--- config.mk ---
export PLATFORM = sky130hd
export DESIGN_NAME = fsr_status_two
export DESIGN_NICKNAME = d
export VERILOG_FILES = /design/src/hw/fsr_pkg.sv /design/src/hw/fsr_spi_if.sv /design/src/hw/fsr_status_two.sv /design/src/hw/fsr_spi_link.sv /design/src/hw/fsr_guard.sv
export SDC_FILE = /design/constraint.sdc
export NUM_CORES = 1
export LEC_CHECK = 0
export ABC_AREA = 1
export BUFFER_PORTS_ARGS = -buffer_cell sky130_fd_sc_hd__buf_4
export CAP_MARGIN = 25
export CORE_MARGIN = 5
export CORE_UTILIZATION = 39
export CTS_CLUSTER_DIAMETER = 60
export CTS_CLUSTER_SIZE = 25
export DETAILED_ROUTE_END_ITERATION = 8
export PLACE_DENSITY_LB_ADDON = 0.12
export SYNTH_ARGS = -nofsm -noshare
export SYNTH_HDL_FRONTEND = slang
export SYNTH_HIERARCHICAL = 1
export SYNTH_SLANG_ARGS = --single-unit
--- constraint.sdc ---
create_clock -name i_sys_clk -period 2.1 [get_ports i_sys_clk]
set_clock_uncertainty 0.2 [all_clocks]
set_input_delay 0.315 -clock i_sys_clk [delete_from_list [all_inputs] [get_ports i_sys_clk]]
set_output_delay 0.315 -clock i_sys_clk [all_outputs]
set_load 0.01 [all_outputs]
--- src/hw/fsr_pkg.sv ---
// Constants and types shared by the second status register block
package fsr_pkg;

  // Status register two field positions
  localparam int unsigned BIT_SUSPENDED  = 7;
  localparam int unsigned BIT_INVERSE    = 6;
  localparam int unsigned BIT_LOCK_HI    = 5;
  localparam int unsigned BIT_LOCK_LO    = 3;
  localparam int unsigned BIT_RESERVED   = 2;
  localparam int unsigned BIT_QUAD       = 1;
  localparam int unsigned BIT_SELECT_HI  = 0;
  localparam int unsigned LOCK_COUNT     = 3;

  localparam logic [7:0] STATUS_TWO_RESET = 8'h00;
  localparam logic [2:0] LOCK_RESET       = 3'h0;
  localparam logic [6:0] OTP_LAST_BYTE    = 7'h7F;

  // Serial command codes
  localparam logic [7:0] CMD_WRITE_ENABLE  = 8'h06;
  localparam logic [7:0] CMD_WRITE_DISABLE = 8'h04;
  localparam logic [7:0] CMD_READ_STATUS2  = 8'h35;
  localparam logic [7:0] CMD_WRITE_STATUS2 = 8'h31;
  localparam logic [7:0] CMD_SUSPEND       = 8'h75;
  localparam logic [7:0] CMD_RESUME        = 8'h7A;
  localparam logic [7:0] CMD_RESET_ENABLE  = 8'h66;
  localparam logic [7:0] CMD_RESET         = 8'h99;
  localparam logic [7:0] CMD_QUAD_OUT_READ = 8'h6B;
  localparam logic [7:0] CMD_XIP_READ      = 8'hEB;
  localparam logic [7:0] CMD_XIP_READ_DW   = 8'hE7;
  localparam logic [7:0] CMD_QUAD_PROGRAM  = 8'h32;
  localparam logic [7:0] CMD_BURST_WRAP    = 8'h77;
  localparam logic [7:0] CMD_QUAD_ID_READ  = 8'h94;

  typedef enum logic [1:0] {
    FR_WAIT_CMD,
    FR_GOT_CMD,
    FR_GOT_DATA,
    FR_OVERRUN
  } fsr_frame_type;

  function automatic logic fsr_is_quad_cmd(input logic [7:0] code);
    fsr_is_quad_cmd = (code == CMD_QUAD_OUT_READ) || (code == CMD_XIP_READ) ||
                      (code == CMD_XIP_READ_DW) || (code == CMD_QUAD_PROGRAM) ||
                      (code == CMD_BURST_WRAP) || (code == CMD_QUAD_ID_READ);
  endfunction : fsr_is_quad_cmd

endpackage : fsr_pkg

--- src/hw/fsr_spi_if.sv ---
// Byte-level carrier between the serial front end and the register core
`timescale 1ns/1ns
`default_nettype none
interface fsr_spi_if;
  logic       byte_valid;
  logic [7:0] rx_byte;
  logic       frame_end;
  logic       frame_active;
  logic [7:0] tx_byte;
  logic       tx_en;

  modport link (output byte_valid, output rx_byte, output frame_end, output frame_active,
                input tx_byte, input tx_en);
  modport core (input byte_valid, input rx_byte, input frame_end, input frame_active,
                output tx_byte, output tx_en);
endinterface : fsr_spi_if
`default_nettype wire

--- src/hw/fsr_status_two.sv ---
// Second status register of the serial flash with its command handling
`timescale 1ns/1ns
`default_nettype none
module fsr_status_two
  import fsr_pkg::*;
(
  input  wire logic       i_sys_clk,
  input  wire logic       i_reset,
  input  wire logic       i_sck,
  input  wire logic       i_cs_n,
  input  wire logic       i_si,
  output logic            o_so,
  output logic            o_so_oe,
  input  wire logic       i_wp_n,
  input  wire logic       i_hold_n,
  input  wire logic       i_reset_func_sel,
  input  wire logic       i_jedec_reset,
  input  wire logic       i_protect_select_lo,
  input  wire logic       i_permanent_lock_bit,
  input  wire logic       i_addr_check_valid,
  input  wire logic       i_addr_in_map,
  input  wire logic       i_otp_prog_valid,
  input  wire logic [1:0] i_otp_prog_reg,
  input  wire logic [6:0] i_otp_prog_byte,
  output logic [7:0]      o_status_two,
  output logic            o_write_latch,
  output logic            o_io2_data_mode,
  output logic            o_io3_data_mode,
  output logic            o_write_guard_active,
  output logic            o_hold_active,
  output logic            o_quad_cmd_reject,
  output logic            o_status_write_blocked,
  output logic            o_soft_reset,
  output logic            o_addr_protected,
  output logic            o_addr_check_done,
  output logic            o_otp_prog_accept,
  output logic            o_otp_prog_reject
);

  fsr_spi_if     spi ();
  fsr_frame_type frame_state;
  logic [7:0]    cmd;
  logic [7:0]    data;
  logic          wp_s1, wp_s2;
  logic          hold_s1, hold_s2;
  logic          write_latch;
  logic          suspended_flag;
  logic          inverse_protect;
  logic          quad_pin_enable;
  logic          protect_select_hi;
  logic [2:0]    otp_lock_bits;
  logic [2:0]    otp_lock_set;
  logic          reset_armed;
  logic          exec;
  logic          exec_one;
  logic          exec_write;
  logic          wp_level;
  logic          write_ok;
  logic          pin_reset;
  logic          soft_reset;
  logic          any_reset;
  logic [7:0]    status_two;

  fsr_spi_link u_link (
    .i_sys_clk (i_sys_clk),
    .i_reset   (i_reset),
    .i_sck     (i_sck),
    .i_cs_n    (i_cs_n),
    .i_si      (i_si),
    .o_so      (o_so),
    .o_so_oe   (o_so_oe),
    .bus       (spi.link)
  );

  fsr_guard u_guard (
    .i_sys_clk          (i_sys_clk),
    .i_reset            (i_reset),
    .i_inverse_protect  (inverse_protect),
    .i_otp_lock_bits    (otp_lock_bits),
    .i_addr_check_valid (i_addr_check_valid),
    .i_addr_in_map      (i_addr_in_map),
    .i_otp_prog_valid   (i_otp_prog_valid),
    .i_otp_prog_reg     (i_otp_prog_reg),
    .i_otp_prog_byte    (i_otp_prog_byte),
    .o_addr_protected   (o_addr_protected),
    .o_addr_check_done  (o_addr_check_done),
    .o_otp_prog_accept  (o_otp_prog_accept),
    .o_otp_prog_reject  (o_otp_prog_reject),
    .o_otp_lock_set     (otp_lock_set)
  );

  always_ff @(posedge i_sys_clk or posedge i_reset) begin
    if (i_reset) begin
      wp_s1   <= 1'b1;
      wp_s2   <= 1'b1;
      hold_s1 <= 1'b1;
      hold_s2 <= 1'b1;
    end else begin
      wp_s1   <= i_wp_n;
      wp_s2   <= wp_s1;
      hold_s1 <= i_hold_n;
      hold_s2 <= hold_s1;
    end
  end

  // Pin roles follow quad enable
  assign o_io2_data_mode      = quad_pin_enable;
  assign o_io3_data_mode      = quad_pin_enable;
  assign o_write_guard_active = ~quad_pin_enable & ~wp_s2;
  assign o_hold_active        = ~quad_pin_enable & ~i_reset_func_sel & ~hold_s2 & spi.frame_active;
  assign pin_reset            = ~quad_pin_enable & i_reset_func_sel & ~hold_s2;
  assign wp_level             = quad_pin_enable | wp_s2;

  // Frame tracking: command byte, first data byte, then anything more
  always_ff @(posedge i_sys_clk or posedge i_reset) begin
    if (i_reset) begin
      frame_state <= FR_WAIT_CMD;
      cmd         <= 8'h00;
      data        <= 8'h00;
    // Held until frame_end, which trails the select rise, so commands still execute
    end else if (spi.frame_end) begin
      frame_state <= FR_WAIT_CMD;
    end else if (spi.byte_valid) begin
      case (frame_state)
        FR_WAIT_CMD: begin
          cmd         <= spi.rx_byte;
          frame_state <= FR_GOT_CMD;
        end
        FR_GOT_CMD: begin
          data        <= spi.rx_byte;
          frame_state <= FR_GOT_DATA;
        end
        FR_GOT_DATA: frame_state <= FR_OVERRUN;
        FR_OVERRUN:  frame_state <= FR_OVERRUN;
        default:     frame_state <= FR_WAIT_CMD;
      endcase
    end
  end

  // Commands act only once the whole command has been clocked in
  assign exec       = spi.frame_end && (frame_state != FR_WAIT_CMD);
  assign exec_one   = spi.frame_end && (frame_state == FR_GOT_CMD);
  assign exec_write = exec && (frame_state != FR_GOT_CMD) && (cmd == CMD_WRITE_STATUS2);
  assign write_ok   = write_latch && !protect_select_hi &&
                      !(i_protect_select_lo && !wp_level);
  assign soft_reset = exec_one && (cmd == CMD_RESET) && reset_armed;
  assign any_reset  = soft_reset | pin_reset | i_jedec_reset;

  always_ff @(posedge i_sys_clk or posedge i_reset) begin
    if (i_reset) begin
      reset_armed <= 1'b0;
    end else if (exec) begin
      reset_armed <= exec_one && (cmd == CMD_RESET_ENABLE);
    end
  end

  always_ff @(posedge i_sys_clk or posedge i_reset) begin
    if (i_reset) begin
      write_latch <= 1'b0;
    end else if (any_reset) begin
      write_latch <= 1'b0;
    end else if (exec_one && cmd == CMD_WRITE_ENABLE) begin
      write_latch <= 1'b1;
    end else if ((exec_one && cmd == CMD_WRITE_DISABLE) || exec_write) begin
      write_latch <= 1'b0;
    end
  end

  // Suspend set wins over a coincident clear
  always_ff @(posedge i_sys_clk or posedge i_reset) begin
    if (i_reset) begin
      suspended_flag <= 1'b0;
    end else if (exec_one && cmd == CMD_SUSPEND) begin
      suspended_flag <= 1'b1;
    end else if (any_reset || (exec_one && cmd == CMD_RESUME)) begin
      suspended_flag <= 1'b0;
    end
  end

  // Writable fields; the reserved bit is never stored
  always_ff @(posedge i_sys_clk or posedge i_reset) begin
    if (i_reset) begin
      inverse_protect   <= STATUS_TWO_RESET[BIT_INVERSE];
      quad_pin_enable   <= STATUS_TWO_RESET[BIT_QUAD];
      protect_select_hi <= STATUS_TWO_RESET[BIT_SELECT_HI];
    end else if (any_reset) begin
      protect_select_hi <= protect_select_hi & i_protect_select_lo & i_permanent_lock_bit;
    end else if (exec_write && write_ok) begin
      inverse_protect   <= data[BIT_INVERSE];
      quad_pin_enable   <= data[BIT_QUAD];
      protect_select_hi <= data[BIT_SELECT_HI];
    end
  end

  // One-time lock bits only ever set
  always_ff @(posedge i_sys_clk or posedge i_reset) begin
    if (i_reset) begin
      otp_lock_bits <= LOCK_RESET;
    end else begin
      otp_lock_bits <= otp_lock_bits | otp_lock_set;
    end
  end

  assign status_two = {suspended_flag, inverse_protect, otp_lock_bits, 1'b0,
                       quad_pin_enable, protect_select_hi};

  always_ff @(posedge i_sys_clk or posedge i_reset) begin
    if (i_reset) begin
      o_status_two           <= STATUS_TWO_RESET;
      spi.tx_byte            <= STATUS_TWO_RESET;
      spi.tx_en              <= 1'b0;
      o_quad_cmd_reject      <= 1'b0;
      o_status_write_blocked <= 1'b0;
      o_soft_reset           <= 1'b0;
    end else begin
      o_status_two           <= status_two;
      spi.tx_byte            <= status_two;
      spi.tx_en              <= spi.frame_active && (frame_state != FR_WAIT_CMD) && (cmd == CMD_READ_STATUS2);
      o_quad_cmd_reject      <= spi.byte_valid && (frame_state == FR_WAIT_CMD) &&
                                fsr_is_quad_cmd(spi.rx_byte) && !quad_pin_enable;
      o_status_write_blocked <= exec_write && !write_ok;
      o_soft_reset           <= soft_reset;
    end
  end

  assign o_write_latch = write_latch;
endmodule : fsr_status_two
`default_nettype wire

--- src/hw/fsr_spi_link.sv ---
// Serial front end: samples the link clock, shifts bytes in and out
`timescale 1ns/1ns
`default_nettype none
module fsr_spi_link
  import fsr_pkg::*;
(
  input  wire logic   i_sys_clk,
  input  wire logic   i_reset,
  input  wire logic   i_sck,
  input  wire logic   i_cs_n,
  input  wire logic   i_si,
  output logic        o_so,
  output logic        o_so_oe,
  fsr_spi_if.link     bus
);

  logic       sck_s1, sck_s2, sck_s3;
  logic       cs_n_s1, cs_n_s2, cs_n_s3;
  logic       si_s1, si_s2;
  logic [2:0] bit_cnt;
  logic [7:0] rx_sh;
  logic [7:0] tx_sh;
  logic       sck_rise;
  logic       sck_fall;

  always_ff @(posedge i_sys_clk or posedge i_reset) begin
    if (i_reset) begin
      sck_s1  <= 1'b0;
      sck_s2  <= 1'b0;
      sck_s3  <= 1'b0;
      cs_n_s1 <= 1'b1;
      cs_n_s2 <= 1'b1;
      cs_n_s3 <= 1'b1;
      si_s1   <= 1'b0;
      si_s2   <= 1'b0;
    end else begin
      sck_s1  <= i_sck;
      sck_s2  <= sck_s1;
      sck_s3  <= sck_s2;
      cs_n_s1 <= i_cs_n;
      cs_n_s2 <= cs_n_s1;
      cs_n_s3 <= cs_n_s2;
      si_s1   <= i_si;
      si_s2   <= si_s1;
    end
  end

  assign sck_rise = sck_s2 & ~sck_s3 & ~cs_n_s2;
  assign sck_fall = ~sck_s2 & sck_s3 & ~cs_n_s2;
  assign bus.frame_active = ~cs_n_s2;

  // Receive shifter, MSB first
  always_ff @(posedge i_sys_clk or posedge i_reset) begin
    if (i_reset) begin
      bit_cnt        <= 3'h0;
      rx_sh          <= 8'h00;
      bus.rx_byte    <= 8'h00;
      bus.byte_valid <= 1'b0;
      bus.frame_end  <= 1'b0;
    end else begin
      bus.byte_valid <= 1'b0;
      bus.frame_end  <= cs_n_s2 & ~cs_n_s3;
      if (cs_n_s2) begin
        bit_cnt <= 3'h0;
      end else if (sck_rise) begin
        rx_sh   <= {rx_sh[6:0], si_s2};
        bit_cnt <= bit_cnt + 3'h1;
        if (bit_cnt == 3'h7) begin
          bus.rx_byte    <= {rx_sh[6:0], si_s2};
          bus.byte_valid <= 1'b1;
        end
      end
    end
  end

  // Transmit shifter, reloaded on the falling edge that opens each byte
  always_ff @(posedge i_sys_clk or posedge i_reset) begin
    if (i_reset) begin
      tx_sh <= 8'h00;
    end else if (cs_n_s2) begin
      tx_sh <= 8'h00;
    end else if (sck_fall) begin
      tx_sh <= (bit_cnt == 3'h0) ? bus.tx_byte : {tx_sh[6:0], 1'b0};
    end
  end

  assign o_so    = tx_sh[7];
  assign o_so_oe = ~cs_n_s2 & bus.tx_en;

endmodule : fsr_spi_link
`default_nettype wire

--- src/hw/fsr_guard.sv ---
// Address protection and one-time security register program checks
`timescale 1ns/1ns
`default_nettype none
module fsr_guard
  import fsr_pkg::*;
(
  input  wire logic       i_sys_clk,
  input  wire logic       i_reset,
  input  wire logic       i_inverse_protect,
  input  wire logic [2:0] i_otp_lock_bits,
  input  wire logic       i_addr_check_valid,
  input  wire logic       i_addr_in_map,
  input  wire logic       i_otp_prog_valid,
  input  wire logic [1:0] i_otp_prog_reg,
  input  wire logic [6:0] i_otp_prog_byte,
  output logic            o_addr_protected,
  output logic            o_addr_check_done,
  output logic            o_otp_prog_accept,
  output logic            o_otp_prog_reject,
  output logic [2:0]      o_otp_lock_set
);

  logic reg_locked;

  // Register zero is factory content and always locked
  assign reg_locked = (i_otp_prog_reg == 2'h0) || i_otp_lock_bits[i_otp_prog_reg - 2'h1];

  always_ff @(posedge i_sys_clk or posedge i_reset) begin
    if (i_reset) begin
      o_addr_protected  <= 1'b0;
      o_addr_check_done <= 1'b0;
    end else begin
      o_addr_check_done <= i_addr_check_valid;
      if (i_addr_check_valid) begin
        o_addr_protected <= i_addr_in_map ^ i_inverse_protect;
      end
    end
  end

  always_ff @(posedge i_sys_clk or posedge i_reset) begin
    if (i_reset) begin
      o_otp_prog_accept <= 1'b0;
      o_otp_prog_reject <= 1'b0;
      o_otp_lock_set    <= 3'h0;
    end else begin
      o_otp_prog_accept <= i_otp_prog_valid & ~reg_locked;
      o_otp_prog_reject <= i_otp_prog_valid & reg_locked;
      o_otp_lock_set    <= 3'h0;
      if (i_otp_prog_valid && !reg_locked && i_otp_prog_byte == OTP_LAST_BYTE) begin
        o_otp_lock_set <= 3'h1 << (i_otp_prog_reg - 2'h1);
      end
    end
  end

endmodule : fsr_guard
`default_nettype wire

==> run_results.csv <==
group,metric,value,unit
power,total_power,3.10,mW
job,drv_cap,0,
final_layout,layout-drive-gt1-share,21.0,%
power,power.static_leakage,2.18,nW
sta,finalMaxSlewViolations,0,
die,die_width,105,µm
global_routing,maximum_number_of_pins_on_one_net_before_global_route_repair,38,
synth,yosysSeqAreaShare,57.5,%
worst_setup_path,worstSetupPathType,"register to output pin",
cts,ctsHtreeMaxLevel,3,
synth,per_instance_average_area_after_synthesis,8.97,µm²
placement,detailed_place_hpwl,5310,µm
cts,clock_tree_from_tritoncts,"done",
placement,io_buffer_count,43,
routing,wl_met3,273,µm
routing,ant_nets,0,
die,core_area,0.00872,mm²
cts,post-cts-setup-buffers,0,
global_routing,antenna_found_initial,0,
placement,dpl_worst_slack,0.447,ns
cts,worst_skew_pair.late_latency,0.34,ns
cts,cts_inserted_buffers,9,
sta,timing.final.crit_share,94.5,%
global_routing,vias_in_the_first_global_route,2571,
sta,setup_slack,0.115,ns
final_layout,syn_to_final_growth,20.5,%
synth,synthesis.instances,390,
routing,met1Wirelength,3300,µm
sta,final_hold_vio_count,0,
sta,report.final.setup_viol,0,
routing,remaining_drc_errors,0,
sta,rsz0062_at_grt,"no",
worst_setup_path,startpoint_type,"register",
worst_setup_path,critPathRequiredTime,1.58,ns
cts,cts-root-to-sink-buffers,2,
final_layout,final_cell_count_no_fill,561,
synth,yosys_register_bits,80,
routing,finalWirelength,7150,µm
routing,drt-pass1-iter-count,4,
routing,wl_per_cell,12.7,µm
routing,avgViaCountPerCell,4.60,
sta,max_freq,0.504,GHz
global_routing,globalRouteOverflowTotal,0,
synth,netlist-cell-type-count,35,
synth,post_synth_instance_area,0.00350,mm²
placement,place_inst,538,
power,power_density,736,mW/mm²
routing,dr_wl_met2,3500,µm
routing,detailroute.via_count,2583,
cts,ctsRootBufferMaster,"sky130_fd_sc_hd__clkbuf_8",
final_layout,num-nets-final,478,
global_routing,grtUsageTotal,13.7,%
power,vdd_drop_max,0.000383,V
routing,drtIter0Drc,87,
die,dieArea,0.0110,mm²
status,run_status,"finished clean",
die,site_rows,34,
worst_setup_path,critical_path_peak_fanout,12,
sta,final.min_clock_period,1.99,ns
die,fp.dieH,105,µm
cts,path_clk_slew,0.08,ns
routing,route.top_layer_used,"met4",
final_layout,final_cell_mix,"120 x sky130_fd_sc_hd__nand2_1, 73 x sky130_fd_sc_hd__dfrtp_1, 57 x sky130_fd_sc_hd__inv_1, 46 x sky130_fd_sc_hd__buf_4, 26 x sky130_fd_sc_hd__nand3_1",
worst_setup_path,endpoint_kind,"output pin",
placement,gp_congestion,0.800,
synth,yosysWarnings,6,
sta,finalSetupTns,0,ns
die,ioPinCount,45,
final_layout,final_common_cell,"sky130_fd_sc_hd__nand2_1",
cts,cts_sink_count,80,
global_routing,grt_first_pass_wirelength,12300,µm
final_layout,antennaDiodeCount,0,
die,initial_cell_density_of_the_core,40.1,%
worst_setup_path,critical_path_arrival,1.47,ns
min_path,hold_path_class,"input port to register",
synth_stat cells:
| cell | n | area, µm² |
|---|---|---|
| sky130_fd_sc_hd__nor3_1 | 7 | 35.0 |
| sky130_fd_sc_hd__nand3b_1 | 1 | 7.51 |
| sky130_fd_sc_hd__nand2_1 | 120 | 450 |
| sky130_fd_sc_hd__or2_2 | 3 | 18.8 |
| sky130_fd_sc_hd__nand3_1 | 26 | 130 |
| sky130_fd_sc_hd__nand3b_2 | 1 | 11.3 |
| sky130_fd_sc_hd__o31ai_1 | 1 | 7.51 |
| sky130_fd_sc_hd__nand3_4 | 1 | 17.5 |
| sky130_fd_sc_hd__nor4_1 | 1 | 6.26 |
| sky130_fd_sc_hd__nand4_1 | 14 | 87.6 |
| sky130_fd_sc_hd__o21ai_0 | 12 | 60.1 |
| sky130_fd_sc_hd__ha_1 | 7 | 87.6 |
| sky130_fd_sc_hd__dfstp_2 | 7 | 184 |
| sky130_fd_sc_hd__inv_1 | 57 | 214 |
| sky130_fd_sc_hd__o21ai_1 | 1 | 5.00 |
| sky130_fd_sc_hd__nand2_2 | 5 | 31.3 |
| sky130_fd_sc_hd__nand3_2 | 3 | 30.0 |
| sky130_fd_sc_hd__buf_4 | 2 | 15.0 |
| sky130_fd_sc_hd__nor2_2 | 7 | 43.8 |
| sky130_fd_sc_hd__a21oi_1 | 5 | 25.0 |
| sky130_fd_sc_hd__nor3_4 | 1 | 16.3 |
| sky130_fd_sc_hd__clkbuf_8 | 1 | 13.8 |
| sky130_fd_sc_hd__a21oi_2 | 1 | 8.76 |
| sky130_fd_sc_hd__xnor2_1 | 1 | 8.76 |
| sky130_fd_sc_hd__conb_1 | 1 | 3.75 |
| sky130_fd_sc_hd__inv_2 | 3 | 11.3 |
| sky130_fd_sc_hd__a31oi_1 | 1 | 6.26 |
| sky130_fd_sc_hd__a21boi_0 | 1 | 7.51 |
| sky130_fd_sc_hd__nor2_1 | 19 | 71.3 |
| sky130_fd_sc_hd__nor2_4 | 1 | 11.3 |
| sky130_fd_sc_hd__and3_1 | 1 | 6.26 |
| sky130_fd_sc_hd__buf_6 | 2 | 22.5 |
| sky130_fd_sc_hd__dfrtp_1 | 73 | 1830 |
| sky130_fd_sc_hd__buf_2 | 2 | 10.0 |
| sky130_fd_sc_hd__o21bai_1 | 1 | 7.51 |
final timing paths:
path,startpoint,endpoint,slack [ns],depth (start not counted)
worst max-delay path,u_link/cs_n_s2$_DFF_PP1_,o_hold_active,0.11,4
worst min-delay path,i_otp_prog_valid,u_guard/o_otp_prog_reject$_DFF_PP0_,0.04,2
worst max register to register,u_link/bit_cnt[1]$_DFFE_PP0P_,u_link/bus.rx_byte[4]$_DFFE_PP0P_,0.53,5
worst min register to register,hold_s1$_DFF_PP1_,hold_s2$_DFF_PP1_,0.15,0
max in group asynchronous,i_reset,hold_s1$_DFF_PP1_,0.91,4
min in group asynchronous,i_reset,u_guard/o_otp_lock_set[1]$_DFF_PP0_,0.26,3
report_power, final:
group	internal [mW]	switching (mW)	total, mW
Combinational	0.0957	0.124	0.220
Clock	0.696	0.539	1.23
Sequential	1.60	0.0457	1.65
layer usage:
metal	up-vias	track usage [%]
met2	44	22.3
met5	-	0
met3	7	3.51
li1	1326	-
met4	0	4.11
met1	1206	18.2
sequential cells by signal (all words and copies together), names as in the netlist, 2 cells and up:
signal                  cells
spi.tx_byte                 7
cmd                         8
frame_state                 2
data                        3
otp_lock_bits               3
u_link/bit_cnt              3
u_guard/o_otp_lock_set      3
u_link/rx_sh                7
u_link/tx_sh                8
u_link/bus.rx_byte          8
kinds of logic (layout without fill, tap and decap cells):
group	count (synthesis)	after routing	synth area share [%]
fa+ha+maj	7	7	2.50
compound gates	23	23	3.65
xor+xnor	1	1	0.250
flops	80	80	57.5
buf+inv	67	129	8.19
other cells	1	2	0.107
simple gates	211	211	27.9
layout make-up:
class	count	area, µm²
flip-flops and latches	80	2010
fillers	877	4510
clock buffers	10	138
multi-input cells	244	1210
inverters	60	228
clock inverters	6	82.6
well taps	108	135
repair buffers	53	415
what timing repair did:
action,in CTS,in global routing
resized for setup,0,1
hold buffers,7,0
endpoints found under the hold margin,80,0
setup endpoints to repair,0,1
metrics by stage:
| stage | utilization, % | hold slack, ns | area (µm²) |
|---|---|---|---|
| 2_1_floorplan | - | -0.0816 | 3500 |
| 3_3_place_gp | 45.0 | 0.0855 | 3920 |
| 3_5_place_dp | 45.0 | 0.0868 | 3920 |
| 4_1_cts | 48.3 | 0.0289 | 4210 |
| 5_1_grt | 48.3 | 0.0222 | 4220 |
| 6_report | 48.3 | 0.0404 | 4220 |
worst max-delay path, cell delays in order, from the launching register on:
cell and delay [ns]:
sky130_fd_sc_hd__dfstp_2 0.67, sky130_fd_sc_hd__inv_4 0.11, sky130_fd_sc_hd__inv_1 0.12, sky130_fd_sc_hd__nor4_1 0.06, sky130_fd_sc_hd__buf_4 0.15
No activity file was read; power rests on OpenSTA's default activity.
